## src/ipc_pkg.sv

```systemverilog
`default_nettype none
package ipc_pkg;

    // Register indexes; byte address on the bus is four times the index
    localparam logic [5:0] IPC_IDX_RSVD_A    = 6'h29;
    localparam logic [5:0] IPC_IDX_LVL_ZC    = 6'h2A;
    localparam logic [5:0] IPC_IDX_RSVD_B    = 6'h2B;
    localparam logic [5:0] IPC_IDX_ROUTING   = 6'h2C;
    localparam logic [5:0] IPC_IDX_AMP_GAIN  = 6'h2D;
    localparam logic [5:0] IPC_IDX_RSVD_C    = 6'h2E;
    localparam logic [5:0] IPC_IDX_BOOST     = 6'h2F;
    localparam logic [5:0] IPC_IDX_STATUS    = 6'h3F;
    localparam int         IPC_ADDR_W        = 8;

    // Field positions
    localparam int IPC_BIT_LVL_ZC      = 1;
    localparam int IPC_BIT_BIAS_SEL    = 8;
    localparam int IPC_BIT_AUX_MODE    = 3;
    localparam int IPC_BIT_AUX_NEG     = 2;
    localparam int IPC_BIT_MIC_NEG     = 1;
    localparam int IPC_BIT_MIC_POS     = 0;
    localparam int IPC_BIT_GAIN_ZC     = 7;
    localparam int IPC_BIT_MUTE        = 6;
    localparam int IPC_GAIN_MSB        = 5;
    localparam int IPC_BIT_BOOST       = 8;
    localparam int IPC_BIT_PENDING     = 8;

    // Values after reset
    localparam logic       IPC_RST_LVL_ZC   = 1'h0;
    localparam logic       IPC_RST_BIAS_SEL = 1'h0;
    localparam logic       IPC_RST_AUX_MODE = 1'h0;
    localparam logic       IPC_RST_AUX_NEG  = 1'h0;
    localparam logic       IPC_RST_MIC_NEG  = 1'h1;
    localparam logic       IPC_RST_MIC_POS  = 1'h0;
    localparam logic       IPC_RST_GAIN_ZC  = 1'h0;
    localparam logic       IPC_RST_MUTE     = 1'h1;
    localparam logic [5:0] IPC_RST_GAIN     = 6'h10;
    localparam logic       IPC_RST_BOOST    = 1'h0;

    // AXI responses
    localparam logic [1:0] IPC_RESP_OKAY    = 2'h0;
    localparam logic [1:0] IPC_RESP_DECERR  = 2'h3;

    // Gain update unit states, Gray along direct -> waiting
    typedef enum logic [1:0] {
        IPC_GU_DIRECT = 2'h0,
        IPC_GU_WAIT   = 2'h1
    } ipc_gu_state_t;

endpackage
`default_nettype wire

```

## src/ipc_gain_if.sv

```systemverilog
`default_nettype none
interface ipc_gain_if;
    logic [5:0] target;
    logic       zc_en;
    logic       wr_pulse;
    logic [5:0] applied;
    logic       pending;

    modport ctrl (output target, output zc_en, output wr_pulse, input applied, input pending);
    modport unit (input target, input zc_en, input wr_pulse, output applied, output pending);
endinterface
`default_nettype wire

```

## src/ipc_gain_apply.sv

```systemverilog
`default_nettype none
module ipc_gain_apply
    import ipc_pkg::*;
(
    input  wire logic  sys_clk,
    input  wire logic  rst,
    input  wire logic  ce,
    input  wire logic  zero_cross,
    ipc_gain_if.unit   gif
);

    ipc_gu_state_t state;
    ipc_gu_state_t next_state;
    logic [5:0]    applied;
    logic [5:0]    next_applied;

    // Decide when the stored gain code reaches the amplifier
    always_comb begin
        next_state   = state;
        next_applied = applied;
        case (state)
            IPC_GU_DIRECT: begin
                if (!gif.zc_en) begin
                    next_applied = gif.target;
                end else if (gif.wr_pulse) begin
                    next_state = IPC_GU_WAIT;
                end
            end
            IPC_GU_WAIT: begin
                // A write in the crossing cycle re-arms, so the newer code waits too
                if (!gif.zc_en) begin
                    next_applied = gif.target;
                    next_state   = IPC_GU_DIRECT;
                end else if (zero_cross && !gif.wr_pulse) begin
                    next_applied = gif.target;
                    next_state   = IPC_GU_DIRECT;
                end
            end
            default: begin
                next_state = IPC_GU_DIRECT;
            end
        endcase
    end

    // State and applied code
    always_ff @(posedge sys_clk or posedge rst) begin
        if (rst) begin
            state   <= IPC_GU_DIRECT;
            applied <= IPC_RST_GAIN;
        end else if (ce) begin
            state   <= next_state;
            applied <= next_applied;
        end
    end

    assign gif.applied = applied;
    assign gif.pending = (state == IPC_GU_WAIT);
endmodule // ipc_gain_apply
`default_nettype wire

```

## src/ipc_input_path_regs.sv

```systemverilog
// Summary of operation
// - Bit 1 of register 0x2A enables zero-cross waiting for level-control gain steps, reset 0.
// - Bit 8 of register 0x2C selects mic bias, 0 for 0.9 of supply and 1 for 0.75, reset 0.
// - Bit 3 of register 0x2C picks aux mode, 0 inverting buffer, 1 mixer, reset 0.
// - Bit 2 of register 0x2C connects the aux amplifier to the amplifier minus input, reset 0.
// - Bit 1 of register 0x2C connects the negative mic pin to the minus input, reset 1.
// - Bit 0 of register 0x2C ties the plus input to mid rail (0) or positive mic pin (1).
// - Bit 7 of register 0x2D applies a new gain at once (0) or at the next zero crossing (1).
// - Bit 6 of register 0x2D mutes and isolates the input amplifier, reset 1.
// - Bit 8 of register 0x2F adds 20 dB in the boost stage, reset 0.
//
// Decided for this implementation: the AXI4-Lite slave port.
`default_nettype none
module ipc_input_path_regs
    import ipc_pkg::*;
(
    input  wire logic                          sys_clk,
    input  wire logic                          rst,
    input  wire logic                          ce,
    input  wire logic                          zero_cross,
    input  wire logic [ipc_pkg::IPC_ADDR_W-1:0] s_axi_awaddr,
    input  wire logic                          s_axi_awvalid,
    output var  logic                          s_axi_awready,
    input  wire logic [31:0]                   s_axi_wdata,
    input  wire logic [3:0]                    s_axi_wstrb,
    input  wire logic                          s_axi_wvalid,
    output var  logic                          s_axi_wready,
    output var  logic [1:0]                    s_axi_bresp,
    output var  logic                          s_axi_bvalid,
    input  wire logic                          s_axi_bready,
    input  wire logic [ipc_pkg::IPC_ADDR_W-1:0] s_axi_araddr,
    input  wire logic                          s_axi_arvalid,
    output var  logic                          s_axi_arready,
    output var  logic [31:0]                   s_axi_rdata,
    output var  logic [1:0]                    s_axi_rresp,
    output var  logic                          s_axi_rvalid,
    input  wire logic                          s_axi_rready,
    output var  logic                          level_ctl_zero_cross_en,
    output var  logic                          mic_bias_level_sel,
    output var  logic                          aux_input_mode,
    output var  logic                          aux_to_amp_neg_en,
    output var  logic                          mic_neg_to_amp_neg_en,
    output var  logic                          mic_pos_to_amp_pos_sel,
    output var  logic                          amp_mute,
    output var  logic                          amp_boost_isolate,
    output logic [5:0]                         amp_gain_code,
    output var  logic                          boost_20db_en
);

    import ipc_pkg::*;

    // Index of a word address
    function automatic logic [5:0] word_index(input logic [IPC_ADDR_W-1:0] a);
        return a[IPC_ADDR_W-1:2];
    endfunction

    // Whether an index answers OKAY; reserved words are mapped and read zero
    function automatic logic map_hit(input logic [5:0] idx);
        return (idx >= IPC_IDX_RSVD_A && idx <= IPC_IDX_BOOST) || idx == IPC_IDX_STATUS;
    endfunction

    ipc_gain_if gif ();

    logic                  aw_got;
    logic                  next_aw_got;
    logic [IPC_ADDR_W-1:0] aw_addr;
    logic [IPC_ADDR_W-1:0] next_aw_addr;
    logic                  w_got;
    logic                  next_w_got;
    logic [31:0]           w_data;
    logic [31:0]           next_w_data;
    logic [3:0]            w_strb;
    logic [3:0]            next_w_strb;
    logic                  next_awready;
    logic                  next_wready;
    logic                  next_bvalid;
    logic [1:0]            next_bresp;
    logic                  do_write;
    logic [5:0]            wr_idx;

    logic                  next_arready;
    logic                  next_rvalid;
    logic [31:0]           next_rdata;
    logic [1:0]            next_rresp;
    logic [5:0]            rd_idx;

    logic                  gain_zc;
    logic                  next_gain_zc;
    logic [5:0]            gain_target;
    logic [5:0]            next_gain_target;
    logic                  next_lvl_zc;
    logic                  next_bias_sel;
    logic                  next_aux_mode;
    logic                  next_aux_neg;
    logic                  next_mic_neg;
    logic                  next_mic_pos;
    logic                  next_mute;
    logic                  next_boost;
    logic                  gain_wr;
    logic                  gain_written;

    // Write fires once both address and data are held and no response is waiting
    assign do_write = aw_got && w_got && !s_axi_bvalid;
    assign wr_idx   = word_index(aw_addr);
    assign rd_idx   = word_index(s_axi_araddr);

    // Write channels: address and data are caught in either order
    always_comb begin
        next_aw_got  = aw_got;
        next_aw_addr = aw_addr;
        next_w_got   = w_got;
        next_w_data  = w_data;
        next_w_strb  = w_strb;
        next_bvalid  = s_axi_bvalid;
        next_bresp   = s_axi_bresp;
        if (s_axi_awvalid && s_axi_awready) begin
            next_aw_got  = 1'b1;
            next_aw_addr = s_axi_awaddr;
        end
        if (s_axi_wvalid && s_axi_wready) begin
            next_w_got  = 1'b1;
            next_w_data = s_axi_wdata;
            next_w_strb = s_axi_wstrb;
        end
        if (s_axi_bvalid && s_axi_bready) begin
            next_bvalid = 1'b0;
        end
        if (do_write) begin
            next_aw_got = 1'b0;
            next_w_got  = 1'b0;
            next_bvalid = 1'b1;
            next_bresp  = map_hit(wr_idx) ? IPC_RESP_OKAY : IPC_RESP_DECERR;
        end
        // Ready drops while a word is held, so one write at most is in flight
        next_awready = !next_aw_got && !next_bvalid;
        next_wready  = !next_w_got && !next_bvalid;
    end

    // Write channel registers
    always_ff @(posedge sys_clk or posedge rst) begin
        if (rst) begin
            aw_got        <= 1'b0;
            aw_addr       <= '0;
            w_got         <= 1'b0;
            w_data        <= '0;
            w_strb        <= '0;
            s_axi_awready <= 1'b0;
            s_axi_wready  <= 1'b0;
            s_axi_bvalid  <= 1'b0;
            s_axi_bresp   <= IPC_RESP_OKAY;
        end else if (ce) begin
            aw_got        <= next_aw_got;
            aw_addr       <= next_aw_addr;
            w_got         <= next_w_got;
            w_data        <= next_w_data;
            w_strb        <= next_w_strb;
            s_axi_awready <= next_awready;
            s_axi_wready  <= next_wready;
            s_axi_bvalid  <= next_bvalid;
            s_axi_bresp   <= next_bresp;
        end
    end

    // Field updates; low byte lane carries bits 7:0, next lane carries bit 8
    always_comb begin
        next_lvl_zc      = level_ctl_zero_cross_en;
        next_bias_sel    = mic_bias_level_sel;
        next_aux_mode    = aux_input_mode;
        next_aux_neg     = aux_to_amp_neg_en;
        next_mic_neg     = mic_neg_to_amp_neg_en;
        next_mic_pos     = mic_pos_to_amp_pos_sel;
        next_gain_zc     = gain_zc;
        next_mute        = amp_mute;
        next_gain_target = gain_target;
        next_boost       = boost_20db_en;
        gain_wr          = 1'b0;
        if (do_write) begin
            case (wr_idx)
                IPC_IDX_LVL_ZC: begin
                    if (w_strb[0]) next_lvl_zc = w_data[IPC_BIT_LVL_ZC];
                end
                IPC_IDX_ROUTING: begin
                    if (w_strb[1]) next_bias_sel = w_data[IPC_BIT_BIAS_SEL];
                    if (w_strb[0]) begin
                        next_aux_mode = w_data[IPC_BIT_AUX_MODE];
                        next_aux_neg  = w_data[IPC_BIT_AUX_NEG];
                        next_mic_neg  = w_data[IPC_BIT_MIC_NEG];
                        next_mic_pos  = w_data[IPC_BIT_MIC_POS];
                    end
                end
                IPC_IDX_AMP_GAIN: begin
                    if (w_strb[0]) begin
                        next_gain_zc     = w_data[IPC_BIT_GAIN_ZC];
                        next_mute        = w_data[IPC_BIT_MUTE];
                        next_gain_target = w_data[IPC_GAIN_MSB:0];
                        gain_wr          = 1'b1;
                    end
                end
                IPC_IDX_BOOST: begin
                    if (w_strb[1]) next_boost = w_data[IPC_BIT_BOOST];
                end
                default: begin
                    // Reserved and unmapped words ignore writes
                end
            endcase
        end
    end

    // Field registers, which drive the analogue selects directly
    always_ff @(posedge sys_clk or posedge rst) begin
        if (rst) begin
            level_ctl_zero_cross_en <= IPC_RST_LVL_ZC;
            mic_bias_level_sel      <= IPC_RST_BIAS_SEL;
            aux_input_mode          <= IPC_RST_AUX_MODE;
            aux_to_amp_neg_en       <= IPC_RST_AUX_NEG;
            mic_neg_to_amp_neg_en   <= IPC_RST_MIC_NEG;
            mic_pos_to_amp_pos_sel  <= IPC_RST_MIC_POS;
            gain_zc                 <= IPC_RST_GAIN_ZC;
            amp_mute                <= IPC_RST_MUTE;
            amp_boost_isolate       <= IPC_RST_MUTE;
            gain_target             <= IPC_RST_GAIN;
            gain_written            <= 1'b0;
            boost_20db_en           <= IPC_RST_BOOST;
        end else if (ce) begin
            level_ctl_zero_cross_en <= next_lvl_zc;
            mic_bias_level_sel      <= next_bias_sel;
            aux_input_mode          <= next_aux_mode;
            aux_to_amp_neg_en       <= next_aux_neg;
            mic_neg_to_amp_neg_en   <= next_mic_neg;
            mic_pos_to_amp_pos_sel  <= next_mic_pos;
            gain_zc                 <= next_gain_zc;
            amp_mute                <= next_mute;
            amp_boost_isolate       <= next_mute;
            gain_target             <= next_gain_target;
            gain_written            <= gain_wr;
            boost_20db_en           <= next_boost;
        end
    end

    // Gain code passes through the zero-cross update unit before the amplifier
    assign gif.target   = gain_target;
    assign gif.zc_en    = gain_zc;
    // Pulse lags the write by one cycle so the unit sees the new mode and code together
    assign gif.wr_pulse = gain_written && ce;
    assign amp_gain_code = gif.applied;

    ipc_gain_apply u_gain (
        .sys_clk    (sys_clk),
        .rst        (rst),
        .ce         (ce),
        .zero_cross (zero_cross),
        .gif        (gif.unit)
    );

    // Read channel: one read in flight, data latched at address handshake
    always_comb begin
        next_rvalid = s_axi_rvalid;
        next_rdata  = s_axi_rdata;
        next_rresp  = s_axi_rresp;
        if (s_axi_rvalid && s_axi_rready) begin
            next_rvalid = 1'b0;
        end
        if (s_axi_arvalid && s_axi_arready) begin
            next_rvalid = 1'b1;
            next_rdata  = 32'h0000_0000;
            next_rresp  = map_hit(rd_idx) ? IPC_RESP_OKAY : IPC_RESP_DECERR;
            case (rd_idx)
                IPC_IDX_LVL_ZC: begin
                    next_rdata[IPC_BIT_LVL_ZC] = level_ctl_zero_cross_en;
                end
                IPC_IDX_ROUTING: begin
                    next_rdata[IPC_BIT_BIAS_SEL] = mic_bias_level_sel;
                    next_rdata[IPC_BIT_AUX_MODE] = aux_input_mode;
                    next_rdata[IPC_BIT_AUX_NEG]  = aux_to_amp_neg_en;
                    next_rdata[IPC_BIT_MIC_NEG]  = mic_neg_to_amp_neg_en;
                    next_rdata[IPC_BIT_MIC_POS]  = mic_pos_to_amp_pos_sel;
                end
                IPC_IDX_AMP_GAIN: begin
                    next_rdata[IPC_BIT_GAIN_ZC]    = gain_zc;
                    next_rdata[IPC_BIT_MUTE]       = amp_mute;
                    next_rdata[IPC_GAIN_MSB:0]     = gain_target;
                end
                IPC_IDX_BOOST: begin
                    next_rdata[IPC_BIT_BOOST] = boost_20db_en;
                end
                IPC_IDX_STATUS: begin
                    // Shows the code the amplifier really uses, which may lag the stored one
                    next_rdata[IPC_GAIN_MSB:0]   = gif.applied;
                    next_rdata[IPC_BIT_PENDING]  = gif.pending;
                end
                default: begin
                    // Reserved and unmapped words read zero
                end
            endcase
        end
        next_arready = !next_rvalid;
    end

    // Read channel registers
    always_ff @(posedge sys_clk or posedge rst) begin
        if (rst) begin
            s_axi_arready <= 1'b0;
            s_axi_rvalid  <= 1'b0;
            s_axi_rdata   <= 32'h0000_0000;
            s_axi_rresp   <= IPC_RESP_OKAY;
        end else if (ce) begin
            s_axi_arready <= next_arready;
            s_axi_rvalid  <= next_rvalid;
            s_axi_rdata   <= next_rdata;
            s_axi_rresp   <= next_rresp;
        end
    end
endmodule // ipc_input_path_regs
`default_nettype wire

```

## config.mk

```make
export PLATFORM = sky130hd
export DESIGN_NAME = ipc_input_path_regs
export DESIGN_NICKNAME = d
export VERILOG_FILES = /design/src/ipc_pkg.sv /design/src/ipc_gain_if.sv /design/src/ipc_gain_apply.sv /design/src/ipc_input_path_regs.sv
export SDC_FILE = /design/constraint.sdc
export NUM_CORES = 1
export LEC_CHECK = 0
export BUFFER_PORTS_ARGS = -buffer_cell sky130_fd_sc_hd__buf_4
export CAP_MARGIN = 0
export CORE_MARGIN = 2
export CORE_UTILIZATION = 49
export CTS_BUF_LIST = sky130_fd_sc_hd__clkbuf_8
export DETAILED_ROUTE_END_ITERATION = 8
export HOLD_SLACK_MARGIN = 0.1
export PLACE_DENSITY = 0.8
export RECOVER_POWER = 100
export SYNTH_ARGS = -nofsm -noshare
export SYNTH_HDL_FRONTEND = slang
export SYNTH_SLANG_ARGS = --single-unit
```

## constraint.sdc

```tcl
create_clock -name sys_clk -period 2.2 [get_ports sys_clk]
set_input_delay 0.55 -clock sys_clk [delete_from_list [all_inputs] [get_ports sys_clk]]
set_output_delay 0.55 -clock sys_clk [all_outputs]
set_load 0.01 [all_outputs]
```

==> qor.csv <==
metric,value,unit
"Req. time, crit path",2.41,ns
share of post-route cells with drive strength above 1,29.4,%
Hold Slack,0.365,ns
largest net degree at the start of global routing,28,
Critical Path Stages,5,
die height,78.7,microns
Mapped Cells,229,
Row Count,27,
CP peak stage delay,0.43,ns
number of fill cells,500,
I/O Buffers,64,
Peak VDD IR,642,uV
"Seq/Total Area, Yosys",53.3,%
leakage,1.54,nW
Place WS,0.260,ns
clk buf depth,2,
die area,6190,sq um
Final HPWL DP,4.04,mm
Antenna Diode Count,0,
pins over their slew limit,0,
vias in the first global route,1968,
antenna violations before repair,0,
Core Region,5440,sq um
Synth Warn #,0,
register-to-register setup slack,0.30,ns
Critical Path End Type,flip-flop,
post-route antenna net violation count,0,
fin crit period,1.90,ns
post-synthesis instance area,2730,sq um
"Top FF cell, synth",dfrtp_1,
post-CTS setup buffers,0,
HP Class,in2async,
"Hold Violations, Final",0,
post-CTS sizing,0,
Max Cap Viol,0,
power per cell area,976,nW/um^2
Fin Setup TNS,0,ns
vias,1926,
die width,78.7,microns
RSZ-0062 raised after global routing,no,
I/O pin total,117,
worst slew pin tran,0.781,ns
Final WS setup,0.303,ns
"commonest non-fill, non-tap cell in the layout",dfrtp_1,
Critical Path AT,2.11,ns
"FFs w/ async S/R, synth",100,%
final instance area,3230,sq um
Final Cycle Share,86.2,%
CTS tree,done,
GPL Wtd Cong,0.858,
DRT iter0 DRCs,119,
Critical-path top delay cell,dfrtp_1,
TritonRoute pass-1 iters,4,
total gr overflow,0,
count of different cell masters after synthesis,37,
final setup vio count,0,
FF/Latch Area,1460,sq um
crit path cell chain,and4b_1 > nand2_2 > or4_1 > clkbuf_2 > mux2_1,
relative slew slack,47.9,%
Worst Setup Start Kind,flip-flop,
Area Overhead vs Synth,18.2,%
multi-input logic area,1070,sq um
Buf/Inv on CP,1,
H-tree levels,3,
"CTS clk-pin slew, worst paths",0.06,ns
status,"complete, no violations",
Detailed Route WL,5.44,mm
most frequent cells in the layout,"dfrtp_1 (54), mux2_2 (37), clkbuf_1 (35)",
Via-to-Cell Ratio,5.10,
"CP delay by family, top",simple AND/OR/NAND/NOR gates,
nets,362,
Crit Path Max Fanout,9,
Yosys reg bits,58,
clk_lat worst skew,0.33,ns
drt drc,0,
critical path class,reg2reg,
Post-CTS Hold Buffers,0,
reg2reg path depth,5,
number of synthesized flops with an enable pin,0,
DP Area,3230,sq um
routed len/inst,14.4,microns
Peak Freq,0.527,GHz
initial core utilization,50.3,%
Mapped Avg Cell Area,11.9,sq um
global-route wire length before repair,9.05,mm
CTS sink cnt,58,
GRT Util Overall,19.2,%
Root Driver,clkbuf_8,
Clock Skew,0.00621,ns
total clock buffers created by CTS,9,
"Core Util, Final",59.4,%
[path summary, 6_finish.rpt]
check | startpoint | to
hold reg to reg | s_axi_rdata[3] | s_axi_rdata[3]
setup reg to reg | s_axi_bvalid | gain_target[0]
min in group sys_clk | s_axi_awaddr[7] | aw_addr[7]
hold / removal | rst | aw_addr[2]
max in group asynchronous | rst | s_axi_rdata[1]
setup / recovery | s_axi_bvalid | gain_target[0]
[flip-flops by register name (all words and copies together), names as in the netlist, 2 cells and up]
name and count:
gain_target 6, s_axi_rdata 9, aw_addr 6, u_gain.gif.applied 6
w_strb 2, w_data 9
[cell families (layout without fill, tap and decap cells)]
| logic type | after synthesis | after routing | synth area share (%) |
|---|---|---|---|
| buffers and inverters | 40 | 95 | 9.47 |
| and+or+nand+nor | 54 | 54 | 9.75 |
| muxes | 45 | 45 | 19.6 |
| other | 1 | 23 | 0.137 |
| AOI/OAI and AO/OA | 31 | 31 | 7.73 |
| DFF | 58 | 58 | 53.3 |
[routing by layer]
metal | track usage, % | wire [microns]
met3 | 5.57 | 412
met1 | 23.7 | 2350
met2 | 31.2 | 2590
met5 | 0 | 0
met4 | 8.95 | 83
[stage by stage]
stage               instances  total power, mW
finish                    378             3.15
global route              378             3.34
CTS                       378             3.30
detailed placement        362             2.40
global placement          362             2.36
floorplan                 251             2.09
[cells in the mapped netlist (3+ instances only)]
library cell | number | share of area, %
nor2_1 | 12 | 1.6
a31oi_1 | 3 | 0.69
and3_1 | 4 | 0.92
dfrtp_1 | 54 | 49
dfstp_2 | 4 | 3.8
a21oi_1 | 5 | 0.92
a221oi_1 | 5 | 1.6
clkbuf_1 | 3 | 0.41
mux2_2 | 37 | 15
mux2_4 | 8 | 4.4
nand2_1 | 17 | 2.3
a22oi_1 | 4 | 1.1
inv_1 | 7 | 0.96
o21ai_0 | 6 | 1.1
nand3_1 | 8 | 1.5
buf_4 | 27 | 7.4
[power breakdown]
part           switching (mW)  internal, mW  total, mW
sequential              0.244          1.35       1.60
clock                   0.397         0.489      0.886
combinational           0.316         0.353      0.669
total                   0.958          2.20       3.15
[final cells by class]
class                      instances  share of cell area [%]
sequential                        58                    45.1
tap                               72                    2.79
inverter                           7                   0.813
multi-input combinational        153                    33.2
clock inverter                     4                   0.542
timing repair buffer              72                    12.5
clock buffer                      12                    5.11
No activity file was read; power rests on OpenSTA's default activity.
